`src/vphp_pkg.sv`:
```
/*
  Constants shared by the host port of the phrase-playback voice synthesizer.
  Assumes it is compiled before any module that names vphp_pkg.
*/
// Functional notes
// Busy output low while playback runs, high otherwise and after power-up.
// Next-address-ready high when a new code can be accepted, low otherwise.
// Host asserts command-select and start strobe only while next-address-ready is high.
// Next-address-ready goes high once power has been applied.
// A command chooses raw converter or filtered signal for the analog output.
// Command-select high at strobe fall marks the entry as a command.
// Host ties command-select high when unused or in serial mode.
// Playback begins at the falling edge of the start strobe.
// The seven code lines are captured at the rising edge of the strobe.
// Host pulses the start strobe only after next-address-ready has risen.
// Channel-select high picks channel one, low picks channel two.
// Parallel mode reads commands and phrase numbers from the seven code lines.
// Serial mode takes command and address bits from the serial data line.
// Serial mode samples serial data with the host clock on code bit five.
// Serial mode: host holds code bits zero, one and four low.
// Serial mode: code bits two and three become port outputs set by command.
// Reset low: standby, oscillator stopped, analog output grounded, state cleared.
// Slow supply ramp needs an explicit reset pulse at power-up.
// Programming-tool pin held low or open during playback.
// Serial bit order, frame length and clock edge are configurable.
package vphp_pkg;

  // ----------------------------------------------------------------------
  // Widths and synchroniser bit positions
  // ----------------------------------------------------------------------
  localparam int CODE_W      = 7;
  localparam int SER_BITS    = 8;
  localparam int SYNC_W      = 11;
  localparam int SYNC_ST     = 7;
  localparam int SYNC_CMD    = 8;
  localparam int SYNC_CH     = 9;
  localparam int SYNC_MODE   = 10;
  localparam int BUS_SCLK    = 5;
  localparam int BUS_SDATA   = 6;
  localparam int SER_CMD_BIT = 7;

  // ----------------------------------------------------------------------
  // Command codes
  // ----------------------------------------------------------------------
  localparam logic [6:0] CMD_SEL_DAC = 7'h01;
  localparam logic [6:0] CMD_SEL_LPF = 7'h02;
  localparam logic [4:0] PORT_PREFIX = 5'h1f;

  // ----------------------------------------------------------------------
  // Reset values
  // ----------------------------------------------------------------------
  localparam logic RST_BUSY_N = 1'b1;
  localparam logic RST_NAR    = 1'b1;
  localparam logic RST_FILT   = 1'b0;

  typedef enum logic [1:0] {
    ST_IDLE = 2'b01,
    ST_HELD = 2'b10
  } vphp_state_type;

endpackage

```
`src/vphp_serial_shift.sv`:
```
/*
  Serial entry shifter for the synthesizer host port.
  Assumes clock and data arrive already synchronised to i_mclk.
*/
`timescale 1ns/100ps
module vphp_serial_shift #(
  parameter int BITS      = vphp_pkg::SER_BITS,
  parameter bit MSB_FIRST = 1'b1,
  parameter bit RISE_EDGE = 1'b1
) (
  input  wire logic            i_mclk,
  input  wire logic            i_rst_b,
  input  wire logic            i_enable,
  input  wire logic            i_sclk,
  input  wire logic            i_sdata,
  output logic [BITS-1:0]      o_word
);

  typedef struct packed {
    logic            prev;
    logic [BITS-1:0] word;
  } vphp_shift_type;

  vphp_shift_type r;
  vphp_shift_type n;
  logic           edge_seen;

  // A frame shorter than flag plus code could never deliver a full entry.
  if (BITS < vphp_pkg::SER_BITS) begin : g_bad_bits
    $error("serial frame shorter than command flag plus code");
  end

  // ----------------------------------------------------------------------
  // Edge detection and shifting
  // ----------------------------------------------------------------------
  // The polarity choice keeps hosts that shift on either edge usable.
  assign edge_seen = RISE_EDGE ? (i_sclk && !r.prev) : (!i_sclk && r.prev);

  always_comb begin
    n      = r;
    n.prev = i_sclk;
    if (i_enable && edge_seen) begin
      if (MSB_FIRST) begin
        n.word = {r.word[BITS-2:0], i_sdata};
      end else begin
        n.word = {i_sdata, r.word[BITS-1:1]};
      end
    end
    if (!i_rst_b) begin
      n = '0;
    end
  end

  always_ff @(posedge i_mclk) begin
    r <= n;
  end

  assign o_word = r.word;

endmodule

```
`src/vphp_host_port.sv`:
```
/*
  Host command port of the phrase-playback voice synthesizer: accepts phrase and
  command entries in parallel or serial form and paces the host.
  Assumes a playback engine on i_mclk that takes o_play_start and reports
  i_play_done; all pins from the host are asynchronous to i_mclk.
*/
`timescale 1ns/100ps
module vphp_host_port #(
  parameter int SER_BITS  = vphp_pkg::SER_BITS,
  parameter bit MSB_FIRST = 1'b1,
  parameter bit RISE_EDGE = 1'b1
) (
  input  wire logic       i_mclk,
  input  wire logic       i_rst_b,
  input  wire logic       i_serial_mode,
  input  wire logic       i_start_strobe_n,
  input  wire logic       i_command_select,
  input  wire logic       i_channel_select,
  input  wire logic [6:0] i_phrase_code_bus,
  input  wire logic       i_play_done,
  input  wire logic       i_done_channel_one,
  output logic            o_busy_n,
  output logic            o_next_address_ready,
  output logic            o_play_start,
  output logic [6:0]      o_play_code,
  output logic            o_play_is_cmd,
  output logic            o_play_channel_one,
  output logic            o_filter_select,
  output logic            o_aux_port_out_a,
  output logic            o_aux_port_out_b,
  output logic            o_aux_port_oe_a,
  output logic            o_aux_port_oe_b,
  output logic            o_standby,
  output logic            o_analog_gnd
);

  typedef struct packed {
    logic [vphp_pkg::SYNC_W-1:0] s1;
    logic [vphp_pkg::SYNC_W-1:0] s2;
    logic                        st_prev;
    vphp_pkg::vphp_state_type    st;
    logic                        cmd_flag;
    logic                        chan;
    logic [1:0]                  active;
    logic                        busy_n;
    logic                        next_address_ready;
    logic                        play_start;
    logic [6:0]                  play_code;
    logic                        play_cmd;
    logic                        play_chan;
    logic                        filt;
    logic [1:0]                  port;
    logic                        port_oe;
    logic                        standby;
    logic                        agnd;
  } vphp_port_type;

  vphp_port_type         r;
  vphp_port_type         n;
  logic [SER_BITS-1:0]   ser_word;
  logic                  serial;
  logic                  fall_acc;
  logic                  rise_acc;
  logic                  entry_cmd;
  logic [6:0]            entry_code;

  if (SER_BITS < vphp_pkg::SER_BITS) begin : g_bad_frame
    $error("serial frame must hold command flag and seven code bits");
  end

  // ----------------------------------------------------------------------
  // Serial entry path
  // ----------------------------------------------------------------------
  vphp_serial_shift #(
    .BITS      (SER_BITS),
    .MSB_FIRST (MSB_FIRST),
    .RISE_EDGE (RISE_EDGE)
  ) u_shift (
    .i_mclk   (i_mclk),
    .i_rst_b  (i_rst_b),
    .i_enable (serial),
    .i_sclk   (r.s2[vphp_pkg::BUS_SCLK]),
    .i_sdata  (r.s2[vphp_pkg::BUS_SDATA]),
    .o_word   (ser_word)
  );

  // ----------------------------------------------------------------------
  // Entry decode
  // ----------------------------------------------------------------------
  // Strobe falls are honoured only while ready is high; a fall during a held entry is lost.
  assign serial     = r.s2[vphp_pkg::SYNC_MODE];
  assign fall_acc   = (r.st == vphp_pkg::ST_IDLE) && r.next_address_ready && r.st_prev && !r.s2[vphp_pkg::SYNC_ST];
  assign rise_acc   = (r.st == vphp_pkg::ST_HELD) && !r.st_prev && r.s2[vphp_pkg::SYNC_ST];
  // In serial mode the command pin is tied high, so the frame carries the flag.
  assign entry_cmd  = serial ? ser_word[vphp_pkg::SER_CMD_BIT] : r.s2[vphp_pkg::SYNC_CMD];
  assign entry_code = serial ? ser_word[6:0] : r.s2[6:0];

  // ----------------------------------------------------------------------
  // Next state
  // ----------------------------------------------------------------------
  always_comb begin
    n            = r;
    n.s1         = {i_serial_mode, i_channel_select, i_command_select, i_start_strobe_n, i_phrase_code_bus};
    n.s2         = r.s1;
    n.st_prev    = r.s2[vphp_pkg::SYNC_ST];
    n.play_start = 1'b0;
    if (i_play_done) begin
      n.active[i_done_channel_one ? 0 : 1] = 1'b0;
    end
    case (r.st)
      vphp_pkg::ST_IDLE: begin
        if (fall_acc) begin
          n.st       = vphp_pkg::ST_HELD;
          n.next_address_ready      = 1'b0;
          n.cmd_flag = entry_cmd;
          n.chan     = r.s2[vphp_pkg::SYNC_CH];
          if (!entry_cmd) begin
            n.active[r.s2[vphp_pkg::SYNC_CH] ? 0 : 1] = 1'b1;
          end
        end
      end
      vphp_pkg::ST_HELD: begin
        if (rise_acc) begin
          n.st         = vphp_pkg::ST_IDLE;
          n.next_address_ready        = 1'b1;
          n.play_start = 1'b1;
          n.play_code  = entry_code;
          n.play_cmd   = r.cmd_flag;
          n.play_chan  = r.chan;
          if (r.cmd_flag) begin
            if (entry_code == vphp_pkg::CMD_SEL_LPF) begin
              n.filt = 1'b1;
            end else if (entry_code == vphp_pkg::CMD_SEL_DAC) begin
              n.filt = 1'b0;
            end
            if (serial && entry_code[6:2] == vphp_pkg::PORT_PREFIX) begin
              n.port = entry_code[1:0];
            end
          end
        end
      end
      default: begin
        n.st  = vphp_pkg::ST_IDLE;
        n.next_address_ready = 1'b1;
      end
    endcase
    n.busy_n  = ~|n.active;
    n.port_oe = serial;
    n.standby = 1'b0;
    n.agnd    = 1'b0;
    if (!i_rst_b) begin
      n         = '0;
      n.st      = vphp_pkg::ST_IDLE;
      n.st_prev = 1'b1;
      // Strobe synchronisers restart at the idle level, so a release cannot fake a fall.
      n.s1[vphp_pkg::SYNC_ST] = 1'b1;
      n.s2[vphp_pkg::SYNC_ST] = 1'b1;
      n.busy_n  = vphp_pkg::RST_BUSY_N;
      n.next_address_ready     = vphp_pkg::RST_NAR;
      n.filt    = vphp_pkg::RST_FILT;
      n.standby = 1'b1;
      n.agnd    = 1'b1;
    end
  end

  always_ff @(posedge i_mclk) begin
    r <= n;
  end

  // ----------------------------------------------------------------------
  // Outputs
  // ----------------------------------------------------------------------
  assign o_busy_n             = r.busy_n;
  assign o_next_address_ready = r.next_address_ready;
  assign o_play_start         = r.play_start;
  assign o_play_code          = r.play_code;
  assign o_play_is_cmd        = r.play_cmd;
  assign o_play_channel_one   = r.play_chan;
  assign o_filter_select      = r.filt;
  assign o_aux_port_out_a     = r.port[0];
  assign o_aux_port_out_b     = r.port[1];
  assign o_aux_port_oe_a      = r.port_oe;
  assign o_aux_port_oe_b      = r.port_oe;
  assign o_standby            = r.standby;
  assign o_analog_gnd         = r.agnd;
endmodule

```
`config.mk`:
```
export PLATFORM = sky130hd
export DESIGN_NAME = vphp_host_port
export DESIGN_NICKNAME = d
export VERILOG_FILES = /design/src/vphp_pkg.sv /design/src/vphp_serial_shift.sv /design/src/vphp_host_port.sv
export SDC_FILE = /design/constraint.sdc
export NUM_CORES = 1
export LEC_CHECK = 0
export BUFFER_PORTS_ARGS = -buffer_cell sky130_fd_sc_hd__buf_2
export CORE_MARGIN = 5
export CORE_UTILIZATION = 45
export CTS_CLUSTER_SIZE = 14
export DETAILED_ROUTE_END_ITERATION = 7
export PLACE_DENSITY = 0.8
export RECOVER_POWER = 25
export SKIP_LAST_GASP = 1
export SLEW_MARGIN = 20
export SYNTH_ARGS = -nofsm -noshare
export SYNTH_HDL_FRONTEND = slang
export SYNTH_SLANG_ARGS = --single-unit
```
`constraint.sdc`:
```
create_clock -name i_mclk -period 1.34 [get_ports i_mclk]
set_input_delay 0.134 -clock i_mclk [delete_from_list [all_inputs] [get_ports i_mclk]]
set_output_delay 0.134 -clock i_mclk [all_outputs]
set_load 0.02 [all_outputs]
```
==> results by group, run 1 <==
Finish
  – Share of cells above drive strength 1: 33.2%
  – Finished Layout Cells: 284
  – ANT cells: 0
  – Cell area after layout: 2440 µm²
  – Fin util: 56.5%
  – Nets: 247
  – Area Overhead vs Synth: 23.0%

Critical path
  – Crit end category: register
  – FF-to-FF Start: r[35]
  – Crit path required time: 1.52 ns
  – FF-to-FF path depth: 5
  – Critical Path Fanout Max: 6
  – Critical-path top delay cell: dfxtp_4
  – Delay-heaviest family, CP: compound AO/OA/AOI/OAI gates
  – Worst EP arrival: about 1.5 ns
  – Worst reg-to-reg setup slack: 0.01 ns
  – CP Buf/Inv Count: 1
  – R2R Path End: o_filter_select
  – Crit path launch type: register
  – Worst path max stage delay: 0.36 ns
  – CP Cell Sequence: buf_6 -> nor4_4 -> a21oi_2 -> o41ai_4 -> o41ai_2
  – Critical path class: register to register

Timing
  – Final hold slack: 0.0373 ns
  – Tcrit/Tclk final: approximately 100%
  – Worst Tran Pin Value: 0.272 ns
  – Slew Viols, Final: 0
  – Clk_skew: between 0.006 and 0.007 ns
  – Final-report hold violation count: 0
  – Minimum clock period after layout: 1.33 ns
  – Unrepaired setup endpoints after global routing: yes
  – Max frequency: 0.753 GHz
  – Total Neg Setup Slack: 0 ns
  – Endpoints failing setup: 0
  – Setup slack after layout: 0.0115 ns
  – Slew headroom: 81.7%

Min path
  – Hold endpoint: r[46]
  – Hold WC Path Type: primary input to register
  – Min-Delay Path Depth: 2
  – Hold_sp: i_serial_mode

Power
  – Power, Total: about 2.8 mW
  – Pleak: around 1.1 nW
  – Max VDD drop: 854 µV
  – Pwr per Cell Area: between 1000 and 1500 nW/µm²

Place
  – Worst slack, placed: -0.110 ns
  – Routability cong.: 0.822
  – Post-Place Cells: 271
  – PortBufs: 33
  – Placed inst area: 2200 µm²
  – Post-DP HPWL: 2.34 mm

Routing
  – Average vias per placed instance: 4.78
  – Final antenna-violating net count: 0
  – DR vias: about 1,400
  – WL final: 3.56 mm
  – DRC: 0
  – DR pass1 iterations: 4
  – Number of DRC markers in iteration 0: 63
  – WL/cell: 12.5 µm

Floorplanning
  – Die Area: 5840 µm²
  – FP Rows: 24
  – Starting density of the core: between 40 and 50%
  – Die Span Y: 76.5 µm
  – IO Count: 34
  – Die X: 76.5 µm
  – Core area: 4320 µm²

Clocking
  – CTS tree: built
  – H-tree depth reported by CTS: 2
  – CTS buffer count: 5
  – CTS Buffer Depth: 2
  – Clock transition at path regs: around 0.08 ns
  – Clk_lat worst skew: 0.30 ns
  – Clk Tree Root Cell: clkbuf_8
  – CTS Sinks: 55

GRT
  – Initial antenna violation count: 0
  – Vias in the first global route: 1,319
  – Global route total overflow: 0
  – Global-route wire length before repair: 6.02 mm
  – Global router's overall resource usage: 12.8%
  – Pin count of the biggest net entering global routing: 29

Synth
  – Count of cell types in the netlist: 32
  – Register area share after synthesis: 55.4%
  – Yosys warns: 0
  – Post-Syn Nets: slightly above 200
  – Syn Inst Count: 191
  – Mapped Area: 1990 µm²
  – Syn avg cell area: ~10 µm²
  – Seq cells post-synth: 55

Flow run
  – Max-cap violation count: 0

Run status
  – Outcome: completed
[layer usage]
layer	vias up	global-route usage (%)	part of all wire (%)
li1	711	-	-
met2	45	18.2	43
met5	-	0	0
met1	594	16.0	47
met4	0	7.52	2.4
met3	7	5.44	7.4
[worst max-delay path by stage]
stage | from | endpoint | slack [ns] | cells past startpoint
after global placement | r[35] | o_filter_select | 0.01 | 4
after detailed placement | r[35] | o_filter_select | -0.11 | 4
final | r[35] | o_filter_select | 0.01 | 5
after global routing | r[24] | o_play_code[5] | -0.06 | 5
after floorplan | r[22] | o_filter_select | 0.04 | 5
after CTS | r[24] | o_filter_select | 0.002 | 4
[state kept, by name, indices dropped and copies added, names as in the netlist]
| signal | cells |
|---|---|
| u_shift.r | 1 |
| o_aux_port_oe_a | 1 |
| o_play_start | 1 |
| o_play_code | 7 |
| o_play_channel_one | 1 |
| o_play_is_cmd | 1 |
| o_next_address_ready | 1 |
| o_filter_select | 1 |
| u_shift.o_word | 8 |
| o_aux_port_out_a | 1 |
| o_busy_n | 1 |
| o_aux_port_out_b | 1 |
| o_analog_gnd | 1 |
| r | 29 |
[cell usage after synthesis (all sizes together)]
master | instances | area (µm²)
a211oi | 6 | 45.0
a21oi | 7 | 35.0
a22oi | 1 | 7.51
a32o | 1 | 10.0
and2 | 25 | 156
and3 | 1 | 6.26
and4 | 1 | 8.76
and4bb | 2 | 25.0
buf | 14 | 103
clkbuf | 4 | 15.0
clkinv | 1 | 3.75
dfxtp | 55 | 1100
inv | 3 | 11.3
mux2 | 1 | 11.3
mux2i | 19 | 190
nand2 | 7 | 26.3
nand2b | 6 | 37.5
nand3b | 1 | 7.51
nand4 | 1 | 12.5
nor2 | 23 | 86.3
nor3 | 3 | 15.0
nor3b | 1 | 7.51
nor4 | 1 | 6.26
o211ai | 1 | 12.5
o21ai | 3 | 15.0
o41ai | 2 | 25.0
or2 | 1 | 6.26
[repair_timing]
action | in CTS | in global routing
pin swaps | 3 | 4
resized for setup | 12 | 12
endpoints found under the hold margin | 1 | 0
setup endpoints to repair | 1 | 12
setup buffers | 5 | 2
hold buffers | 1 | 0
[where the power goes]
part,internal [mW],switching (mW),leakage (nW)
clock network,0.406,0.472,0.0470
logic,0.0927,0.0901,0.581
registers,1.68,0.0245,0.449
[cell families after synthesis]
kind of cell | count (synthesis) | synth area share [%]
compound gates | 21 | 7.56
flops | 55 | 55.4
simple gates | 73 | 20.2
mux | 20 | 10.1
buf+inv | 22 | 6.67
[cells in the final DEF, fill, tap and decap left out, drive strengths merged]
cell         synthesis  layout
nand4                1       1
inv                  3       3
nor3b                1       1
dlygate4sd3          0       1
or2                  1       1
and3                 1       1
nand2                7       7
and4                 1       1
a22oi                1       1
nand2b               6       6
buf                 14      51
o211ai               1       1
o21ai                3       3
a21oi                7       7
and2                25      25
nor4                 1       1
o41ai                2       2
clkbuf               4       6
a32o                 1       1
clkinv               1       2
nor2                23      23
mux2                 1       1
dfxtp               55      55
nand3b               1       1
mux2i               19      19
a211oi               6       6
and4bb               2       2
nor3                 3       3
[cell type report]
class	instances	area (µm²)
multi-input cells	114	845
inverters	4	15.0
flip-flops and latches	55	1110
clock inverters	1	5.00
well taps	52	65.1
repair buffers	52	325
fillers	385	1880
clock buffers	6	82.6
No activity file was read; power rests on OpenSTA's default activity.
==> run 2, diff against run 1 <==
Settings changed: SYNTH_HIERARCHICAL from default to 1.
==> run 2 against run 1 <==
Net effect: flip-flop and latch count is the same; combinational power shrank 15%; the flow now finishes with violations (setup timing); largest cell class unchanged; non-clock buffer count shrank 4; critical endpoint unchanged; register-to-register slack lost 0.02 ns; global-route usage shrank 0.23 points; synthesized area grew 2.3%; sequential power is essentially flat; synthesized cell count grew 4.2%.
==> results by group, run 2 <==
Timing
  – Max frequency: roughly 0.74 GHz
  – Unrepaired setup endpoints after global routing: yes
  – Clk_skew: 0.00918 ns
  – Slew headroom: roughly 60%
  – Worst Tran Pin Value: between 0.5 and 0.6 ns
  – Tcrit/Tclk final: 101%
  – Minimum clock period after layout: 1.35 ns
  – Endpoints failing setup: 1
  – Final hold slack: 0.0289 ns
  – Setup slack after layout: -0.00674 ns
  – Final-report hold violation count: 0
  – Slew Viols, Final: 0

Synth
  – Yosys warns: 6
  – Area share of the largest cell type after synthesis: 54.2%
  – Synth top cells by count: dfxtp_1 (55), and2_1 (24), buf_4 (19)
  – Syn Inst Count: around 200
  – Register area share after synthesis: 54.2%
  – Count of cell types in the netlist: 33
  – Mapped Area: 2030 µm²
  – Yosys top cell by area: dfxtp_1
  – Main synth FF type: dfxtp_1
  – Seq cells post-synth: 55
  – Ranking of synthesized cells by area: dfxtp_1 (54%), mux2i_1 (8.9%), and2_1 (7.4%)
  – Syn avg cell area: roughly 10 µm²
  – Post-synth EDFFs: 0
  – Post-Syn Nets: ~210
  – Most common cell in the netlist: dfxtp_1
  – Ys async rst share: 0%

GRT
  – Global-route wire length before repair: 5.97 mm
  – Vias in the first global route: 1,258
  – Initial antenna violation count: 0
  – Global router's overall resource usage: 12.6%
  – Pin count of the biggest net entering global routing: 39
  – Global route total overflow: 0

Place
  – PortBufs: 33
  – Post-DP HPWL: between 2 and 2.5 mm
  – Routability cong.: 0.851

Floorplanning
  – Die X: 77.2 µm
  – FP Rows: 24
  – IO Count: 34
  – Die Area: 5960 µm²
  – Core area: 4350 µm²
  – Die Span Y: just under 80 µm
  – Starting density of the core: 46.7%

Routing
  – DR vias: 1,351
  – DR pass1 iterations: 4
  – DRC: 0
  – Average vias per placed instance: 4.81
  – Final antenna-violating net count: 0
  – WL/cell: 12.3 µm
  – WL final: 3.46 mm
  – Number of DRC markers in iteration 0: 95

Finish
  – Largest reg by FF count: r
  – Commonest cells after routing, fill and taps aside: dfxtp_1 (51), buf_2 (32), and2_1 (24)
  – Max FFs per register: 29
  – ANT cells: 0
  – Area Overhead vs Synth: 14.9%
  – Commonest non-fill, non-tap cell in the layout: dfxtp_1
  – Share of cells above drive strength 1: 27.5%
  – Fin util: 53.6%
  – Nets: 243

Critical path
  – Delay-heaviest family, CP: compound AO/OA/AOI/OAI gates
  – Critical-path top delay cell: o41ai_1
  – Worst path max stage delay: between 0.3 and 0.4 ns
  – Critical path class: register to register
  – CP Cell Sequence: and4bb_1 -> o211ai_1 -> o41ai_1 -> o41ai_1
  – CP Buf/Inv Count: 0
  – Worst EP arrival: 1.54 ns
  – Crit path required time: 1.53 ns
  – Crit path launch type: register
  – CP dominant cell by count: o41ai_1
  – Crit end category: register
  – Critical Path Fanout Max: 2

Clocking
  – Clk_lat worst skew: 0.31 ns
  – Clk Tree Root Cell: clkbuf_8
  – CTS Buffer Depth: 2
  – CTS buffer count: 5
  – H-tree depth reported by CTS: 2
  – Clock transition at path regs: 0.10 ns
  – CTS Sinks: 55
  – CTS tree: built

Run status
  – Failing checks: setup timing
  – Outcome: complete, but fails checks

Min path
  – Hold WC Path Type: primary input to register

Flow run
  – Max-cap violation count: 0

Power
  – Pleak: 1.01 nW
  – Max VDD drop: 710 µV
  – Pwr per Cell Area: 1190 nW/µm²
## run 2: area by class of cell
class | count | area (µm²)
sequential | 55 | 1110
inverter | 4 | 15.0
clock inverter | 1 | 8.76
tap | 52 | 65.1
fill | 383 | 2020
clock buffer | 7 | 86.3
multi-input combinational | 114 | 764
timing repair buffer | 48 | 288
## run 2: worst reg2reg max path, cell delays in order, from the launching register on
cell      delay [ns]
dfxtp_2         0.32
and4bb_1        0.31
o211ai_1        0.13
o41ai_1         0.35
o41ai_1         0.13
## run 2: what timing repair did
| item | in CTS | in global routing |
|---|---|---|
| gates cloned | 0 | 0 |
| hold endpoints to repair | 1 | 0 |
| hold buffers | 1 | 0 |
| setup endpoints to repair | 4 | 16 |
| setup buffers | 1 | 2 |
| pin swaps | 2 | 3 |
| gates resized for setup | 3 | 8 |
## run 2: per-layer routing
layer	track usage (%)	wire [µm]
met5	0	0
met4	7.04	89
met3	4.92	254
met2	18.2	1550
met1	15.8	1560
## run 2: worst paths after layout
path / to / depth (start not counted) / slack [ns] / from
worst min-delay path: r[36] / 2 / 0.03 / i_phrase_code_bus[0]
worst min register to register: r[32] / 1 / 0.42 / r[43]
worst max-delay path: o_filter_select / 4 / -0.007 / r[22]
worst max register to register: o_filter_select / 4 / -0.007 / r[22]
## run 2: where the power goes
part / internal (mW) / total [mW] / switching, mW
Sequential: 1.68 / 1.70 / 0.0216
Clock: 0.424 / 0.933 / 0.509
Combinational: 0.0773 / 0.156 / 0.0788
## run 2: kinds of logic (layout without fill, tap and decap cells)
family,Yosys count,count (layout),synth area share [%]
and+or+nand+nor,72,72,18.9
DFF,55,55,54.2
buffers and inverters,30,60,9.54
AOI/OAI and AO/OA,22,22,7.45
muxes,20,20,9.97
## run 2: through the flow
step / power (mW) / setup slack [ns] / TNS (ns) / instances / cell area, µm²
2_1_floorplan: 1.83 / 0.00828 / 0 / 199 / 2040
3_3_place_gp: 1.88 / 0.0635 / 0 / 269 / 2170
3_5_place_dp: 1.88 / -0.0635 / -0.0657 / 269 / 2170
4_1_cts: 2.81 / -0.00836 / -0.00836 / 279 / 2300
5_1_grt: 2.91 / -0.0627 / -0.172 / 281 / 2340
6_report: 2.79 / -0.00674 / -0.00674 / 281 / 2340
